<file path="src/inc/pwi_pkg.sv">
/*
  Constants shared by the port wake-event and interrupt-status block:
  register indices, field positions, reset values and bus answers.
  Assumes per-port registers sit in byte lane 0 of 32-bit AXI4-Lite words.
*/
package pwi_pkg;

  // byte address width of the register bus
  localparam int AW = 18;

  // per-port register indices (port number in index bits 15:12)
  localparam logic [11:0] OFS_WAKE_EVT = 12'h013;
  localparam logic [11:0] OFS_WAKE_EN = 12'h017;
  localparam logic [11:0] OFS_INT_STAT = 12'h01B;
  localparam logic [11:0] OFS_INT_MASK = 12'h01F;
  localparam int PORT_LSB = 12;

  // block-level register indices (port field zero)
  localparam logic [15:0] IDX_MAC_LO = 16'h0000;
  localparam logic [15:0] IDX_MAC_HI = 16'h0001;
  localparam logic [15:0] IDX_IRQ_STAT = 16'h0002;
  localparam logic [15:0] IDX_IRQ_MASK = 16'h0003;

  // wake event and wake enable fields
  localparam int WK_ENERGY = 0;
  localparam int WK_LINK = 1;
  localparam int WK_MAGIC = 2;

  // port interrupt status and mask fields
  localparam int IS_ACL = 0;
  localparam int IS_PHY = 1;
  localparam int IS_TS = 2;
  localparam int IS_SGMII = 3;

  // values after reset
  localparam logic [2:0] RST_WAKE_EVT = 3'h0;
  localparam logic [2:0] RST_WAKE_EN = 3'h0;
  localparam logic [3:0] RST_INT_STAT = 4'h0;
  localparam logic [3:0] RST_INT_MASK = 4'h0;
  localparam logic [47:0] RST_MAC = 48'h0000_0000_0000;

  // axi answers
  localparam logic [1:0] RESP_OKAY = 2'h0;
  localparam logic [1:0] RESP_SLVERR = 2'h2;

endpackage

</file>
<file path="src/hdl/pwi_port_wake_irq.sv">
/*
  Per-port wake-on-network event latching and per-port interrupt
  status for a multi-port switch, with an AXI4-Lite register file,
  the wake event pin, per-port interrupt requests and one block irq.
  Assumes every event and source input is driven on aclk.
*/
// Register access over AXI4-Lite and the register offsets were left to the implementer.
`timescale 1ns/1ns
module pwi_port_wake_irq #(
  parameter int NUM_PORTS = 7,
  parameter logic [NUM_PORTS-1:0] PHY_PORT_MAP = 7'h1F,
  parameter int SGMII_PORT = 7
) (
  // clock and reset
  input wire logic aclk,
  input wire logic aresetn,

  // axi4-lite write address
  input wire logic [pwi_pkg::AW-1:0] s_axi_awaddr,
  input wire logic s_axi_awvalid,
  output wire logic s_axi_awready,

  // axi4-lite write data
  input wire logic [31:0] s_axi_wdata,
  input wire logic [3:0] s_axi_wstrb,
  input wire logic s_axi_wvalid,
  output wire logic s_axi_wready,

  // axi4-lite write response
  output wire logic [1:0] s_axi_bresp,
  output wire logic s_axi_bvalid,
  input wire logic s_axi_bready,

  // axi4-lite read address
  input wire logic [pwi_pkg::AW-1:0] s_axi_araddr,
  input wire logic s_axi_arvalid,
  output wire logic s_axi_arready,

  // axi4-lite read data
  output wire logic [31:0] s_axi_rdata,
  output wire logic [1:0] s_axi_rresp,
  output wire logic s_axi_rvalid,
  input wire logic s_axi_rready,

  // wake sources, one bit per port, plus a 48-bit magic packet destination per port
  input wire logic [NUM_PORTS-1:0] magic_pkt_seen,
  input wire logic [NUM_PORTS-1:0][47:0] magic_pkt_dest,
  input wire logic [NUM_PORTS-1:0] link_up_seen,
  input wire logic [NUM_PORTS-1:0] energy_seen,

  // interrupt sources
  input wire logic sgmii_an_done,
  input wire logic [NUM_PORTS-1:0] ts_irq_sum,
  input wire logic [NUM_PORTS-1:0] phy_irq_sum,
  input wire logic [NUM_PORTS-1:0] acl_count_evt,

  // outputs
  output wire logic wake_event_pin,
  output wire logic [NUM_PORTS-1:0] port_irq_req,
  output wire logic irq
);
  import pwi_pkg::*;

  // register side of the bus slave
  logic wr_en;
  logic [AW-1:0] wr_addr;
  logic [31:0] wr_data;
  logic [3:0] wr_strb;
  logic wr_hit;
  logic [AW-1:0] rd_addr;
  logic [31:0] rd_data;
  logic rd_hit;

  // word indices of the two accesses
  logic [15:0] wr_idx;
  logic [15:0] rd_idx;

  // block registers
  logic [47:0] mac_ff;
  logic [NUM_PORTS:0] irq_stat_ff;
  logic [NUM_PORTS:0] irq_mask_ff;
  logic wake_pin_ff;
  logic wake_pin_dly_ff;

  // per-port views
  logic [NUM_PORTS-1:0] magic_hit;
  logic [NUM_PORTS-1:0] wake_active;
  logic [NUM_PORTS-1:0] port_req;
  logic [NUM_PORTS-1:0] port_wr_hit;
  logic [NUM_PORTS-1:0] port_rd_hit;
  logic [NUM_PORTS-1:0][7:0] port_rd_val;

  assign wr_idx = wr_addr[AW-1:2];
  assign rd_idx = rd_addr[AW-1:2];

  // bus front end
  pwi_axil_slave u_bus (
    .aclk (aclk),
    .aresetn (aresetn),
    .s_axi_awaddr (s_axi_awaddr),
    .s_axi_awvalid (s_axi_awvalid),
    .s_axi_awready (s_axi_awready),
    .s_axi_wdata (s_axi_wdata),
    .s_axi_wstrb (s_axi_wstrb),
    .s_axi_wvalid (s_axi_wvalid),
    .s_axi_wready (s_axi_wready),
    .s_axi_bresp (s_axi_bresp),
    .s_axi_bvalid (s_axi_bvalid),
    .s_axi_bready (s_axi_bready),
    .s_axi_araddr (s_axi_araddr),
    .s_axi_arvalid (s_axi_arvalid),
    .s_axi_arready (s_axi_arready),
    .s_axi_rdata (s_axi_rdata),
    .s_axi_rresp (s_axi_rresp),
    .s_axi_rvalid (s_axi_rvalid),
    .s_axi_rready (s_axi_rready),
    .wr_en (wr_en),
    .wr_addr (wr_addr),
    .wr_data (wr_data),
    .wr_strb (wr_strb),
    .wr_hit (wr_hit),
    .rd_addr (rd_addr),
    .rd_data (rd_data),
    .rd_hit (rd_hit)
  );

  // switch address, six bytes over two words, byte lanes honoured
  // the upper word carries bytes four and five in its two low lanes
  always_ff @(posedge aclk) begin
    if (!aresetn) begin
      mac_ff <= RST_MAC;
    end else if (wr_en) begin
      for (int b = 0; b < 4; b++) begin
        if (wr_idx == IDX_MAC_LO && wr_strb[b]) begin
          mac_ff[8*b +: 8] <= wr_data[8*b +: 8];
        end
      end
      for (int b = 0; b < 2; b++) begin
        if (wr_idx == IDX_MAC_HI && wr_strb[b]) begin
          mac_ff[32 + 8*b +: 8] <= wr_data[8*b +: 8];
        end
      end
    end
  end

  // per-port logic
  // port numbers start at one; generate index p serves port p + 1
  for (genvar p = 0; p < NUM_PORTS; p++) begin : g_port
    localparam logic [3:0] PNUM = 4'(p + 1);
    localparam logic IS_PHY_PORT = PHY_PORT_MAP[p];
    localparam logic IS_SG_PORT = (p + 1 == SGMII_PORT);

    logic wr_sel;
    logic wr_evt;
    logic wr_en_reg;
    logic wr_mask;
    logic acl_clr;
    logic [2:0] evt_set;
    logic [2:0] evt_clr;
    logic [2:0] en_keep;
    logic [2:0] wake_evt_ff;
    logic [2:0] wake_en_ff;
    logic [3:0] int_mask_ff;
    logic [3:0] int_stat_ff;
    logic [3:0] nxt_int_stat;

    // this port's register writes, lane 0 only
    assign wr_sel = wr_en && wr_strb[0] && (wr_idx[15:PORT_LSB] == PNUM);
    assign wr_evt = wr_sel && (wr_idx[11:0] == OFS_WAKE_EVT);
    assign wr_en_reg = wr_sel && (wr_idx[11:0] == OFS_WAKE_EN);
    assign wr_mask = wr_sel && (wr_idx[11:0] == OFS_INT_MASK);
    assign port_wr_hit[p] = (wr_idx[15:PORT_LSB] == PNUM) &&
      (wr_idx[11:0] == OFS_WAKE_EVT || wr_idx[11:0] == OFS_WAKE_EN ||
       wr_idx[11:0] == OFS_INT_STAT || wr_idx[11:0] == OFS_INT_MASK);

    // magic packet qualified by the switch address
    // the compare adds one cycle, so magic events land a cycle after link
    pwi_magic_match u_match (
      .aclk (aclk),
      .aresetn (aresetn),
      .pkt_seen (magic_pkt_seen[p]),
      .pkt_dest (magic_pkt_dest[p]),
      .switch_addr (mac_ff),
      .match (magic_hit[p])
    );

    // wake sources; link and energy exist only on phy ports
    assign evt_set[WK_MAGIC] = magic_hit[p];
    assign evt_set[WK_LINK] = link_up_seen[p] && IS_PHY_PORT;
    assign evt_set[WK_ENERGY] = energy_seen[p] && IS_PHY_PORT;
    assign evt_clr = wr_evt ? wr_data[2:0] : 3'h0;

    // wake event flags: write one clears, a new event wins
    always_ff @(posedge aclk) begin
      if (!aresetn) begin
        wake_evt_ff <= RST_WAKE_EVT;
      end else begin
        wake_evt_ff <= (wake_evt_ff & ~evt_clr) | evt_set;
      end
    end

    // wake enables; phy-only bits stay zero on mac ports
    assign en_keep = {1'b1, IS_PHY_PORT, IS_PHY_PORT};

    always_ff @(posedge aclk) begin
      if (!aresetn) begin
        wake_en_ff <= RST_WAKE_EN;
      end else if (wr_en_reg) begin
        wake_en_ff <= wr_data[2:0] & en_keep;
      end
    end

    // a port wakes on any enabled latched event
    assign wake_active[p] = |(wake_evt_ff & wake_en_ff);

    // interrupt mask, zero enables a source
    always_ff @(posedge aclk) begin
      if (!aresetn) begin
        int_mask_ff <= RST_INT_MASK;
      end else if (wr_mask) begin
        int_mask_ff <= wr_data[3:0];
      end
    end

    // mask bit 0 written with a changed value clears the acl flag
    // any write that changes bit 0 counts as a toggle, whatever the other bits
    assign acl_clr = wr_mask && (wr_data[IS_ACL] != int_mask_ff[IS_ACL]);

    // status sources; bits not wired to this port read zero
    always_comb begin
      nxt_int_stat = 4'h0;
      nxt_int_stat[IS_SGMII] = sgmii_an_done && IS_SG_PORT;
      nxt_int_stat[IS_TS] = ts_irq_sum[p] && IS_PHY_PORT;
      nxt_int_stat[IS_PHY] = phy_irq_sum[p] && IS_PHY_PORT;
      nxt_int_stat[IS_ACL] = acl_count_evt[p] ||
        (int_stat_ff[IS_ACL] && !acl_clr);
    end

    always_ff @(posedge aclk) begin
      if (!aresetn) begin
        int_stat_ff <= RST_INT_STAT;
      end else begin
        int_stat_ff <= nxt_int_stat;
      end
    end

    // one request per port from its unmasked sources
    assign port_req[p] = |(int_stat_ff & ~int_mask_ff);

    // read value of this port's registers
    always_comb begin
      port_rd_hit[p] = (rd_idx[15:PORT_LSB] == PNUM);
      port_rd_val[p] = 8'h00;
      case (rd_idx[11:0])
        OFS_WAKE_EVT: port_rd_val[p] = {5'h00, wake_evt_ff};
        OFS_WAKE_EN: port_rd_val[p] = {5'h00, wake_en_ff};
        OFS_INT_STAT: port_rd_val[p] = {4'h0, int_stat_ff};
        OFS_INT_MASK: port_rd_val[p] = {4'h0, int_mask_ff};
        default: port_rd_hit[p] = 1'b0;
      endcase
    end
  end

  // wake pin, held while any enabled event stays latched
  // registered so the pin never glitches while enables are rewritten
  always_ff @(posedge aclk) begin
    if (!aresetn) begin
      wake_pin_ff <= 1'b0;
      wake_pin_dly_ff <= 1'b0;
    end else begin
      wake_pin_ff <= |wake_active;
      wake_pin_dly_ff <= wake_pin_ff;
    end
  end

  assign wake_event_pin = wake_pin_ff;
  assign port_irq_req = port_req;

  // block interrupt status: port requests and wake pin rise
  // a request still high sets its bit again, so clear it after the cause
  always_ff @(posedge aclk) begin
    if (!aresetn) begin
      irq_stat_ff <= '0;
    end else begin
      irq_stat_ff <= (irq_stat_ff &
        ~((wr_en && wr_idx == IDX_IRQ_STAT) ? wr_data[NUM_PORTS:0] : '0)) |
        {wake_pin_ff && !wake_pin_dly_ff, port_req};
    end
  end

  // block interrupt mask, one passes a bit
  always_ff @(posedge aclk) begin
    if (!aresetn) begin
      irq_mask_ff <= '0;
    end else if (wr_en && wr_idx == IDX_IRQ_MASK) begin
      irq_mask_ff <= wr_data[NUM_PORTS:0];
    end
  end

  assign irq = |(irq_stat_ff & irq_mask_ff);

  // address decode for writes
  // port status words are read-only: writes answer okay but change nothing
  assign wr_hit = (|port_wr_hit) || wr_idx == IDX_MAC_LO ||
    wr_idx == IDX_MAC_HI || wr_idx == IDX_IRQ_STAT ||
    wr_idx == IDX_IRQ_MASK;

  // read multiplexer
  // unmapped reads return zero with an error answer from the slave
  always_comb begin
    rd_hit = 1'b1;
    rd_data = 32'h0000_0000;
    case (rd_idx)
      IDX_MAC_LO: rd_data = mac_ff[31:0];
      IDX_MAC_HI: rd_data = {16'h0000, mac_ff[47:32]};
      IDX_IRQ_STAT: rd_data[NUM_PORTS:0] = irq_stat_ff;
      IDX_IRQ_MASK: rd_data[NUM_PORTS:0] = irq_mask_ff;
      default: begin
        rd_hit = 1'b0;
        for (int p = 0; p < NUM_PORTS; p++) begin
          if (port_rd_hit[p]) begin
            rd_hit = 1'b1;
            rd_data[7:0] = port_rd_val[p];
          end
        end
      end
    endcase
  end

endmodule

</file>
<file path="src/hdl/pwi_axil_slave.sv">
/*
  AXI4-Lite slave front end: holds write address and data until both
  are in, issues a one-cycle write strobe, answers reads one cycle
  after the address is taken. Assumes the register side decodes
  combinationally and reports whether an address is mapped.
*/
`timescale 1ns/1ns
module pwi_axil_slave (
  // clock and reset
  input wire logic aclk,
  input wire logic aresetn,
  // write address and data
  input wire logic [pwi_pkg::AW-1:0] s_axi_awaddr,
  input wire logic s_axi_awvalid,
  output wire logic s_axi_awready,
  input wire logic [31:0] s_axi_wdata,
  input wire logic [3:0] s_axi_wstrb,
  input wire logic s_axi_wvalid,
  output wire logic s_axi_wready,
  // write response
  output wire logic [1:0] s_axi_bresp,
  output wire logic s_axi_bvalid,
  input wire logic s_axi_bready,
  // read address and data
  input wire logic [pwi_pkg::AW-1:0] s_axi_araddr,
  input wire logic s_axi_arvalid,
  output wire logic s_axi_arready,
  output wire logic [31:0] s_axi_rdata,
  output wire logic [1:0] s_axi_rresp,
  output wire logic s_axi_rvalid,
  input wire logic s_axi_rready,
  // register side
  output wire logic wr_en,
  output wire logic [pwi_pkg::AW-1:0] wr_addr,
  output wire logic [31:0] wr_data,
  output wire logic [3:0] wr_strb,
  input wire logic wr_hit,
  output wire logic [pwi_pkg::AW-1:0] rd_addr,
  input wire logic [31:0] rd_data,
  input wire logic rd_hit
);
  import pwi_pkg::*;

  logic aw_full_ff, w_full_ff, bvalid_ff, rvalid_ff;
  logic [AW-1:0] aw_addr_ff;
  logic [31:0] w_data_ff, rdata_ff;
  logic [3:0] w_strb_ff;
  logic [1:0] bresp_ff, rresp_ff;

  // each channel is held until the write is done
  assign s_axi_awready = !aw_full_ff && !bvalid_ff;
  assign s_axi_wready = !w_full_ff && !bvalid_ff;
  assign wr_en = aw_full_ff && w_full_ff && !bvalid_ff;
  assign wr_addr = aw_addr_ff;
  assign wr_data = w_data_ff;
  assign wr_strb = w_strb_ff;
  assign s_axi_bvalid = bvalid_ff;
  assign s_axi_bresp = bresp_ff;

  // write address and data holding
  always_ff @(posedge aclk) begin
    if (!aresetn) begin
      aw_full_ff <= 1'b0;
      w_full_ff <= 1'b0;
      aw_addr_ff <= '0;
      w_data_ff <= 32'h0000_0000;
      w_strb_ff <= 4'h0;
    end else begin
      if (s_axi_awvalid && s_axi_awready) begin
        aw_full_ff <= 1'b1;
        aw_addr_ff <= s_axi_awaddr;
      end else if (wr_en) begin
        aw_full_ff <= 1'b0;
      end
      if (s_axi_wvalid && s_axi_wready) begin
        w_full_ff <= 1'b1;
        w_data_ff <= s_axi_wdata;
        w_strb_ff <= s_axi_wstrb;
      end else if (wr_en) begin
        w_full_ff <= 1'b0;
      end
    end
  end

  // write response
  always_ff @(posedge aclk) begin
    if (!aresetn) begin
      bvalid_ff <= 1'b0;
      bresp_ff <= RESP_OKAY;
    end else if (wr_en) begin
      bvalid_ff <= 1'b1;
      bresp_ff <= wr_hit ? RESP_OKAY : RESP_SLVERR;
    end else if (s_axi_bready) begin
      bvalid_ff <= 1'b0;
    end
  end

  // read path, data captured when the address is taken
  assign s_axi_arready = !rvalid_ff;
  assign rd_addr = s_axi_araddr;
  assign s_axi_rvalid = rvalid_ff;
  assign s_axi_rdata = rdata_ff;
  assign s_axi_rresp = rresp_ff;

  always_ff @(posedge aclk) begin
    if (!aresetn) begin
      rvalid_ff <= 1'b0;
      rdata_ff <= 32'h0000_0000;
      rresp_ff <= RESP_OKAY;
    end else if (s_axi_arvalid && !rvalid_ff) begin
      rvalid_ff <= 1'b1;
      rdata_ff <= rd_hit ? rd_data : 32'h0000_0000;
      rresp_ff <= rd_hit ? RESP_OKAY : RESP_SLVERR;
    end else if (s_axi_rready) begin
      rvalid_ff <= 1'b0;
    end
  end

endmodule

</file>
<file path="src/hdl/pwi_magic_match.sv">
/*
  Magic packet address qualifier for one port: passes a detection
  pulse on only when its destination equals the switch address.
  Assumes the parser pulse and address are on aclk.
*/
`timescale 1ns/1ns
module pwi_magic_match (
  // clock and reset
  input wire logic aclk,
  input wire logic aresetn,
  // parser report
  input wire logic pkt_seen,
  input wire logic [47:0] pkt_dest,
  // switch address
  input wire logic [47:0] switch_addr,
  // qualified detection
  output wire logic match
);
  import pwi_pkg::*;

  logic match_ff;

  // compare all six bytes of the destination
  always_ff @(posedge aclk) begin
    if (!aresetn) begin
      match_ff <= 1'b0;
    end else begin
      match_ff <= pkt_seen && (pkt_dest == switch_addr);
    end
  end

  assign match = match_ff;

endmodule

</file>
<file path="config.mk">
export PLATFORM = sky130hd
export DESIGN_NAME = pwi_port_wake_irq
export DESIGN_NICKNAME = d
export VERILOG_FILES = /design/src/inc/pwi_pkg.sv /design/src/hdl/pwi_port_wake_irq.sv /design/src/hdl/pwi_axil_slave.sv /design/src/hdl/pwi_magic_match.sv
export SDC_FILE = /design/constraint.sdc
export NUM_CORES = 1
export LEC_CHECK = 0
export BUFFER_PORTS_ARGS = -buffer_cell sky130_fd_sc_hd__buf_2
export CELL_PAD_IN_SITES_DETAIL_PLACEMENT = 1
export CELL_PAD_IN_SITES_GLOBAL_PLACEMENT = 1
export CORE_MARGIN = 4
export CORE_UTILIZATION = 40
export DETAILED_ROUTE_END_ITERATION = 16
export GPL_TIMING_DRIVEN = 0
export PLACE_DENSITY_LB_ADDON = 0.12
export SLEW_MARGIN = 15
export SYNTH_ARGS = -nofsm -noshare
export SYNTH_HDL_FRONTEND = slang
export SYNTH_SLANG_ARGS = --single-unit
</file>
<file path="constraint.sdc">
create_clock -name aclk -period 4 [get_ports aclk]
set_clock_uncertainty 0.05 [all_clocks]
set_input_delay 0.4 -clock aclk [delete_from_list [all_inputs] [get_ports aclk]]
set_output_delay 0.4 -clock aclk [all_outputs]
set_load 0.02 [all_outputs]
</file>
=== Word-level counts from Yosys, hierarchy flattened ===
Cells that the tools add are included.

* Register bits after elaboration: 261
* Output and inout bits: 50
* Logic and storage cells: 322
* Input port bits: 458

* Muxes and demuxes: 49
* Bitwise logic cells: 46
* Equal/unequal tests: 42
* Reduce and logical (&&, ||, !) cells: 123

{| class="wikitable"
|+ Operators by type and width
! operator !! count
|-
| $eq A48 B48 Y1 || 7
|-
| $pmux W4 S4 || 7
|-
| $eq A12 B5 Y1 const B || 8
|-
| $logic_and A1 B1 Y1 || 73
|-
| $eq A16 B2 Y1 const B || 4
|-
| $mux W8 || 7
|-
| $pmux W24 S2 || 1
|-
| $and A3 B3 Y3 || 14
|-
| $reduce_or A4 Y1 || 9
|-
| $eq A16 B1 Y1 const B || 2
|-
| $eq A4 B3 Y1 const B || 8
|-
| $logic_not A16 Y1 || 2
|-
| $mux W32 || 1
|-
| $pmux W8 S4 || 1
|-
| $and A4 B4 Y4 || 7
|-
| $not A4 Y4 || 7
|-
| $mux W1 || 22
|-
| $mux W3 || 7
|-
| $not A3 Y3 || 7
|-
| $or A3 B3 Y3 || 7
|-
| $reduce_or A21 Y1 || 1
|-
| $and A8 B8 Y8 || 2
|-
| $eq A4 B2 Y1 const B || 4
|-
| $logic_or A1 B1 Y1 || 14
|-
| 11 further kinds || 38
|}

=== Longest topological paths before layout ===
* Depth after elaboration: 12
* Depth in mapped cells: 8
* Depth with buffers taken out: 5

=== Modules after synthesis ===
From an unflattened synthesis, not the netlist that was laid out.

* Cell total of the unflattened synthesis: 1777
* Area total of the unflattened synthesis: 15048.2 um^2

{| class="wikitable"
|+ Modules (own cells, without submodules)
! module !! sequential area each (um^2) !! area each (um^2) !! times used !! cells an instance
|-
| pwi_port_wake_irq || 3002.9 || 7369.6 || 1 || 828
|-
| pwi_magic_match || 20.0 || 579.3 || 7 || 74
|-
| pwi_axil_slave || 1841.8 || 3623.5 || 1 || 431
|}

=== Worst setup path before layout ===
OpenSTA, ideal clock, no wires.

* Path type: reg2reg
* From: register u_bus.bvalid_ff (netlist: u_bus.s_axi_bvalid)
* To: register g_port[4].int_stat_ff[0]
* Arrival: 1.967 ns
* Setup time: 0.115 ns
* Cell stages (with the launch flop): 7
* Clock period less this slack: 2.132 ns
* Slack: 1.868 ns
* Required time: 3.835 ns
* Buffers on the path: 1
* Path through: dfxtp_1 -> nand4b_4 -> or4_4 -> or3_1 -> buf_2 -> o21a_1 -> o21a_1

* Cells in the longest elaborated chain, start to end: 9

{| class="wikitable"
|+ RTL lines
! element !! line !! RTL
|-
| start, declared || pwi_axil_slave.sv:44 || <nowiki>logic aw_full_ff, w_full_ff, bvalid_ff, rvalid_ff;</nowiki>
|-
| start signal, assigned || pwi_axil_slave.sv:88 || <nowiki>bvalid_ff <= 1'b0;</nowiki>
|-
| start signal, assigned || pwi_axil_slave.sv:91 || <nowiki>bvalid_ff <= 1'b1;</nowiki>
|-
| start signal, assigned || pwi_axil_slave.sv:94 || <nowiki>bvalid_ff <= 1'b0;</nowiki>
|-
| $logic_not A1 Y1 || pwi_axil_slave.sv:53 || <nowiki>assign wr_en = aw_full_ff && w_full_ff && !bvalid_ff;</nowiki>
|-
| $logic_and A1 B1 Y1 || pwi_axil_slave.sv:53 ||
|-
| $logic_and A1 B1 Y1 (2 in series) || pwi_port_wake_irq.sv:168 || <nowiki>assign wr_sel = wr_en && wr_strb[0] && (wr_idx[15:PORT_LSB] == PNUM);</nowiki>
|-
| $logic_and A1 B1 Y1 || pwi_port_wake_irq.sv:171 || <nowiki>assign wr_mask = wr_sel && (wr_idx[11:0] == OFS_INT_MASK);</nowiki>
|-
| $logic_and A1 B1 Y1 || pwi_port_wake_irq.sv:227 || <nowiki>assign acl_clr = wr_mask && (wr_data[IS_ACL] != int_mask_ff[IS_ACL]);</nowiki>
|-
| $logic_not A1 Y1 || pwi_port_wake_irq.sv:236 || <nowiki>(int_stat_ff[IS_ACL] && !acl_clr);</nowiki>
|-
| $logic_and A1 B1 Y1 || pwi_port_wake_irq.sv:236 ||
|-
| $logic_or A1 B1 Y1 || pwi_port_wake_irq.sv:235 || <nowiki>nxt_int_stat[IS_ACL] = acl_count_evt[p] ||</nowiki>
|-
| end signal, assigned || pwi_port_wake_irq.sv:243 || <nowiki>int_stat_ff <= nxt_int_stat;</nowiki>
|-
| end, declared || pwi_port_wake_irq.sv:164 || <nowiki>logic [3:0] int_stat_ff;</nowiki>
|}

No other way between the ends.
A chain may end at the register's enable or synchronous reset.

=== Final worst setup path ===
* From: register mac_ff[22]
* To: register g_port[0].u_match.match_ff

* Cells in the longest elaborated chain, start to end: 2

{| class="wikitable"
|+ RTL lines
! element !! line !! RTL
|-
| start, declared || pwi_port_wake_irq.sv:79 || <nowiki>logic [47:0] mac_ff;</nowiki>
|-
| start signal, assigned by index || pwi_port_wake_irq.sv:135 || <nowiki>mac_ff[8*b +: 8] <= wr_data[8*b +: 8];</nowiki>
|-
| start signal, assigned by index || pwi_port_wake_irq.sv:140 || <nowiki>mac_ff[32 + 8*b +: 8] <= wr_data[8*b +: 8];</nowiki>
|-
| $eq A48 B48 Y1 || pwi_magic_match.sv:28 || <nowiki>match_ff <= pkt_seen && (pkt_dest == switch_addr);</nowiki>
|-
| $logic_and A1 B1 Y1 || pwi_magic_match.sv:28 ||
|-
| end signal, assigned || pwi_magic_match.sv:28 ||
|-
| end, declared || pwi_magic_match.sv:21 || <nowiki>logic match_ff;</nowiki>
|}

No other way between the ends.

==> flow_metrics.tcl <==
set metrics [dict create \
    outcome "finished, final reports clean" \
    gr-usage-all-layers_pct 37.8 \
    worstSetupPathType "reg -> reg" \
    yosys.area.top_type "dfxtp_1" \
    synth.distinct_cells 60 \
    core_um2 36600 \
    seq_area_frac_synth_pct 33.3 \
    worstPathRequired_ns 4.32 \
    route.met3.wl_mm 8.04 \
    drive_gt1_share_pct 27.6 \
    area_growth_pct 28.1 \
    antenna_left 0 \
    cp-end-kind "flip-flop" \
    hp-class "in -> reg" \
    rows 70 \
    dominantRegCellSynth "dfxtp_1" \
    maxSlewHeadroom_pct 9.25 \
    synth_top_area_share_pct 33.3 \
    dp_hpwl_mm 63.4 \
    async_flop_share_pct 0 \
    worstMarginPinSlew_ns 1.36 \
    maxCapViolations 0 \
    routed_wl_mm 80.5 \
    viasPerCell 5.78 \
    leakagePower_nw 7.94 \
    fin_crit_ns 3.45 \
    grt_pass1_wl_mm 113 \
    drc_errors 0 \
    max_freq_mhz 290 \
    htree_levels 1 \
    crit_arrival_ns 3.77 \
    clk_latency_ns 0.56 \
    clockRootBuffer "clkbuf_16" \
    synthTopCellsByArea "dfxtp_1 33%, xor2_1 11%, mux2i_1 7.4%, xnor2_1 7.0%, nor2b_1 5.6%" \
    syn_avg_cell_area_um2 8.97 \
    wl_met1_mm 34.2 \
    die_x_um 201 \
    met2_length_mm 35.0 \
    numPortBuffers 490 \
    setup_viol 0 \
    start_util_pct 40.5 \
    powerDensity_nw_per_um2 329 \
    fin_util_pct 51.9 \
    drt_first_pass_iters 5 \
    fin_crit_sh_pct 86.2 \
    via_count 15500 \
    grt_max_degree 15 \
    syn_inst 1653 \
    synth.most_common_cell "dfxtp_1" \
    syn_area_um2 14800 \
    fin_nets 2640 \
    finalMaxSlewViolations 0 \
    top_layer "met4" \
    grt_pass1_vias 15700 \
    cts_tree "built" \
    clkTransAtPathRegs_ns 0.06 \
    die_h_um 201 \
    yosysWarnings 0 \
    cts_buffers 27 \
    peakVddDrop_uv 368 \
    clockBufferDepth 3 \
    ys_ff_latch 247 \
    crit_path_start_kind "flip-flop" \
    wl_per_cell_um 30.0 \
    drt_iter0_drc 1626 \
    hold_viol_final 0 \
    grt-ovfl-total 0 \
    cp_max_fo 9 \
    gp_congestion 1.01 \
    synth_edf_count 0 \
    io_pins 508 \
    netlist_top_cells_count "247 x dfxtp_1, 182 x xor2_1, 143 x nand2_1" \
    antenna_found_initial 18 \
    cts_resized 0 \
    cts.sinks 247 \
    die_area_um2 40200 \
    rsz0062_at_grt "false" \
    tns_ns 0 \
]
==> metrics by stage <==
stage | power [mW] | hold slack, ns | std cells | setup slack [ns] | area (um2)
after global routing | 6.44 | 0.00674 | 2681 | 0.593 | 19000
after global placement | 3.50 | 0.381 | 2612 | 0.494 | 17900
after floorplan | 3.04 | 0.362 | 1654 | 1.87 | 14800
final | 6.25 | 0.0123 | 2684 | 0.550 | 19000
after CTS | 6.25 | 0.000292 | 2669 | 0.682 | 18900
after detailed placement | 3.52 | 0.379 | 2612 | 0.792 | 17900
==> per-layer routing <==
layer | track usage [%] | up-vias
li1 | - | 6824
met1 | 52.8 | 7640
met2 | 58.7 | 914
met3 | 7.61 | 131
met4 | 12.8 | 0
met5 | 0 | -
==> cell usage in the layout (no fill, tap or decap), drive strengths merged, types with 18 or more instances in the layout <==
| cell | count |
|---|---|
| nor2b | 132 |
| o21a | 47 |
| a21boi | 71 |
| mux2i | 110 |
| buf | 513 |
| nand2 | 143 |
| dfxtp | 247 |
| inv | 63 |
| nand4 | 47 |
| xor2 | 182 |
| nand3 | 25 |
| nor4 | 69 |
| mux4 | 21 |
| xnor2 | 118 |
| a22oi | 46 |
| nor3 | 26 |
| and2 | 18 |
| clkbuf | 143 |
==> critical path, stage by stage (launching register included) <==
cell      delay, ns
dfxtp_1        0.30
clkbuf_1       0.92
xnor2_1        0.22
nand3_1        0.13
nor4_2         0.77
nand3_1        0.18
nor4_1         0.69
==> power by group <==
part	leakage, nW	switching (mW)	internal, mW
clock	0.471	1.09	1.66
sequential	2.01	0.0627	2.52
combinational	5.46	0.515	0.401
==> cell families (layout without fill, tap and decap cells) <==
logic type / after synthesis / in the layout / share of synthesized area (%)
AO/OA/AOI/OAI: 260 / 260 / 12.9
XOR/XNOR: 300 / 300 / 17.7
buffers and inverters: 191 / 738 / 5.03
flip-flops: 247 / 247 / 33.3
multiplexers: 141 / 141 / 11.4
other: 1 / 17 / 0.0253
AND/OR/NAND/NOR: 513 / 513 / 19.6
==> final timing paths <==
| kind | depth (start not counted) | start | end | slack, ns |
|---|---|---|---|---|
| min | 2 | energy_seen[2] | g_port[2].wake_evt_ff[0]$_SDFF_PN0_ | 0.01 |
| max | 6 | mac_ff[22]$_SDFFE_PN0P_ | g_port[0].u_match.match$_SDFF_PN0_ | 0.55 |
| min reg2reg | 2 | g_port[5].wake_evt_ff[0]$_SDFF_PN0_ | g_port[5].wake_evt_ff[0]$_SDFF_PN0_ | 0.39 |
| max reg2reg | 6 | mac_ff[22]$_SDFFE_PN0P_ | g_port[0].u_match.match$_SDFF_PN0_ | 0.55 |
==> sequential cells by signal, summed over array words and instances (netlist names), 7 cells and up <==
| signal | cells |
|---|---|
| mac_ff | 48 |
| u_bus.s_axi_rdata | 32 |
| u_bus.wr_data | 32 |
| g_port.int_mask_ff | 28 |
| g_port.wake_evt_ff | 21 |
| g_port.int_stat_ff | 18 |
| g_port.wake_en_ff | 17 |
| u_bus.wr_addr | 16 |
| irq_mask_ff | 8 |
| irq_stat_ff | 8 |
| g_port.u_match.match | 7 |
==> area by class of cell <==
type / count / area (um2)
Antenna cell: 15 / 37.5
Tap cell: 468 / 586
Fill cell: 4444 / 17600
Inverter: 62 / 233
Multi-Input combinational cell: 1216 / 9170
Buffer: 129 / 518
Clock inverter: 11 / 201
Clock buffer: 37 / 763
Timing Repair Buffer: 499 / 2540
Sequential cell: 247 / 4940
==> what timing repair did <==
item | CTS | global route
hold endpoints to repair | 9 | 0
setup endpoints to repair | 0 | 0
buffers inserted | 0 | 0
hold buffers | 9 | 0
No activity file was read; power rests on OpenSTA's default activity.
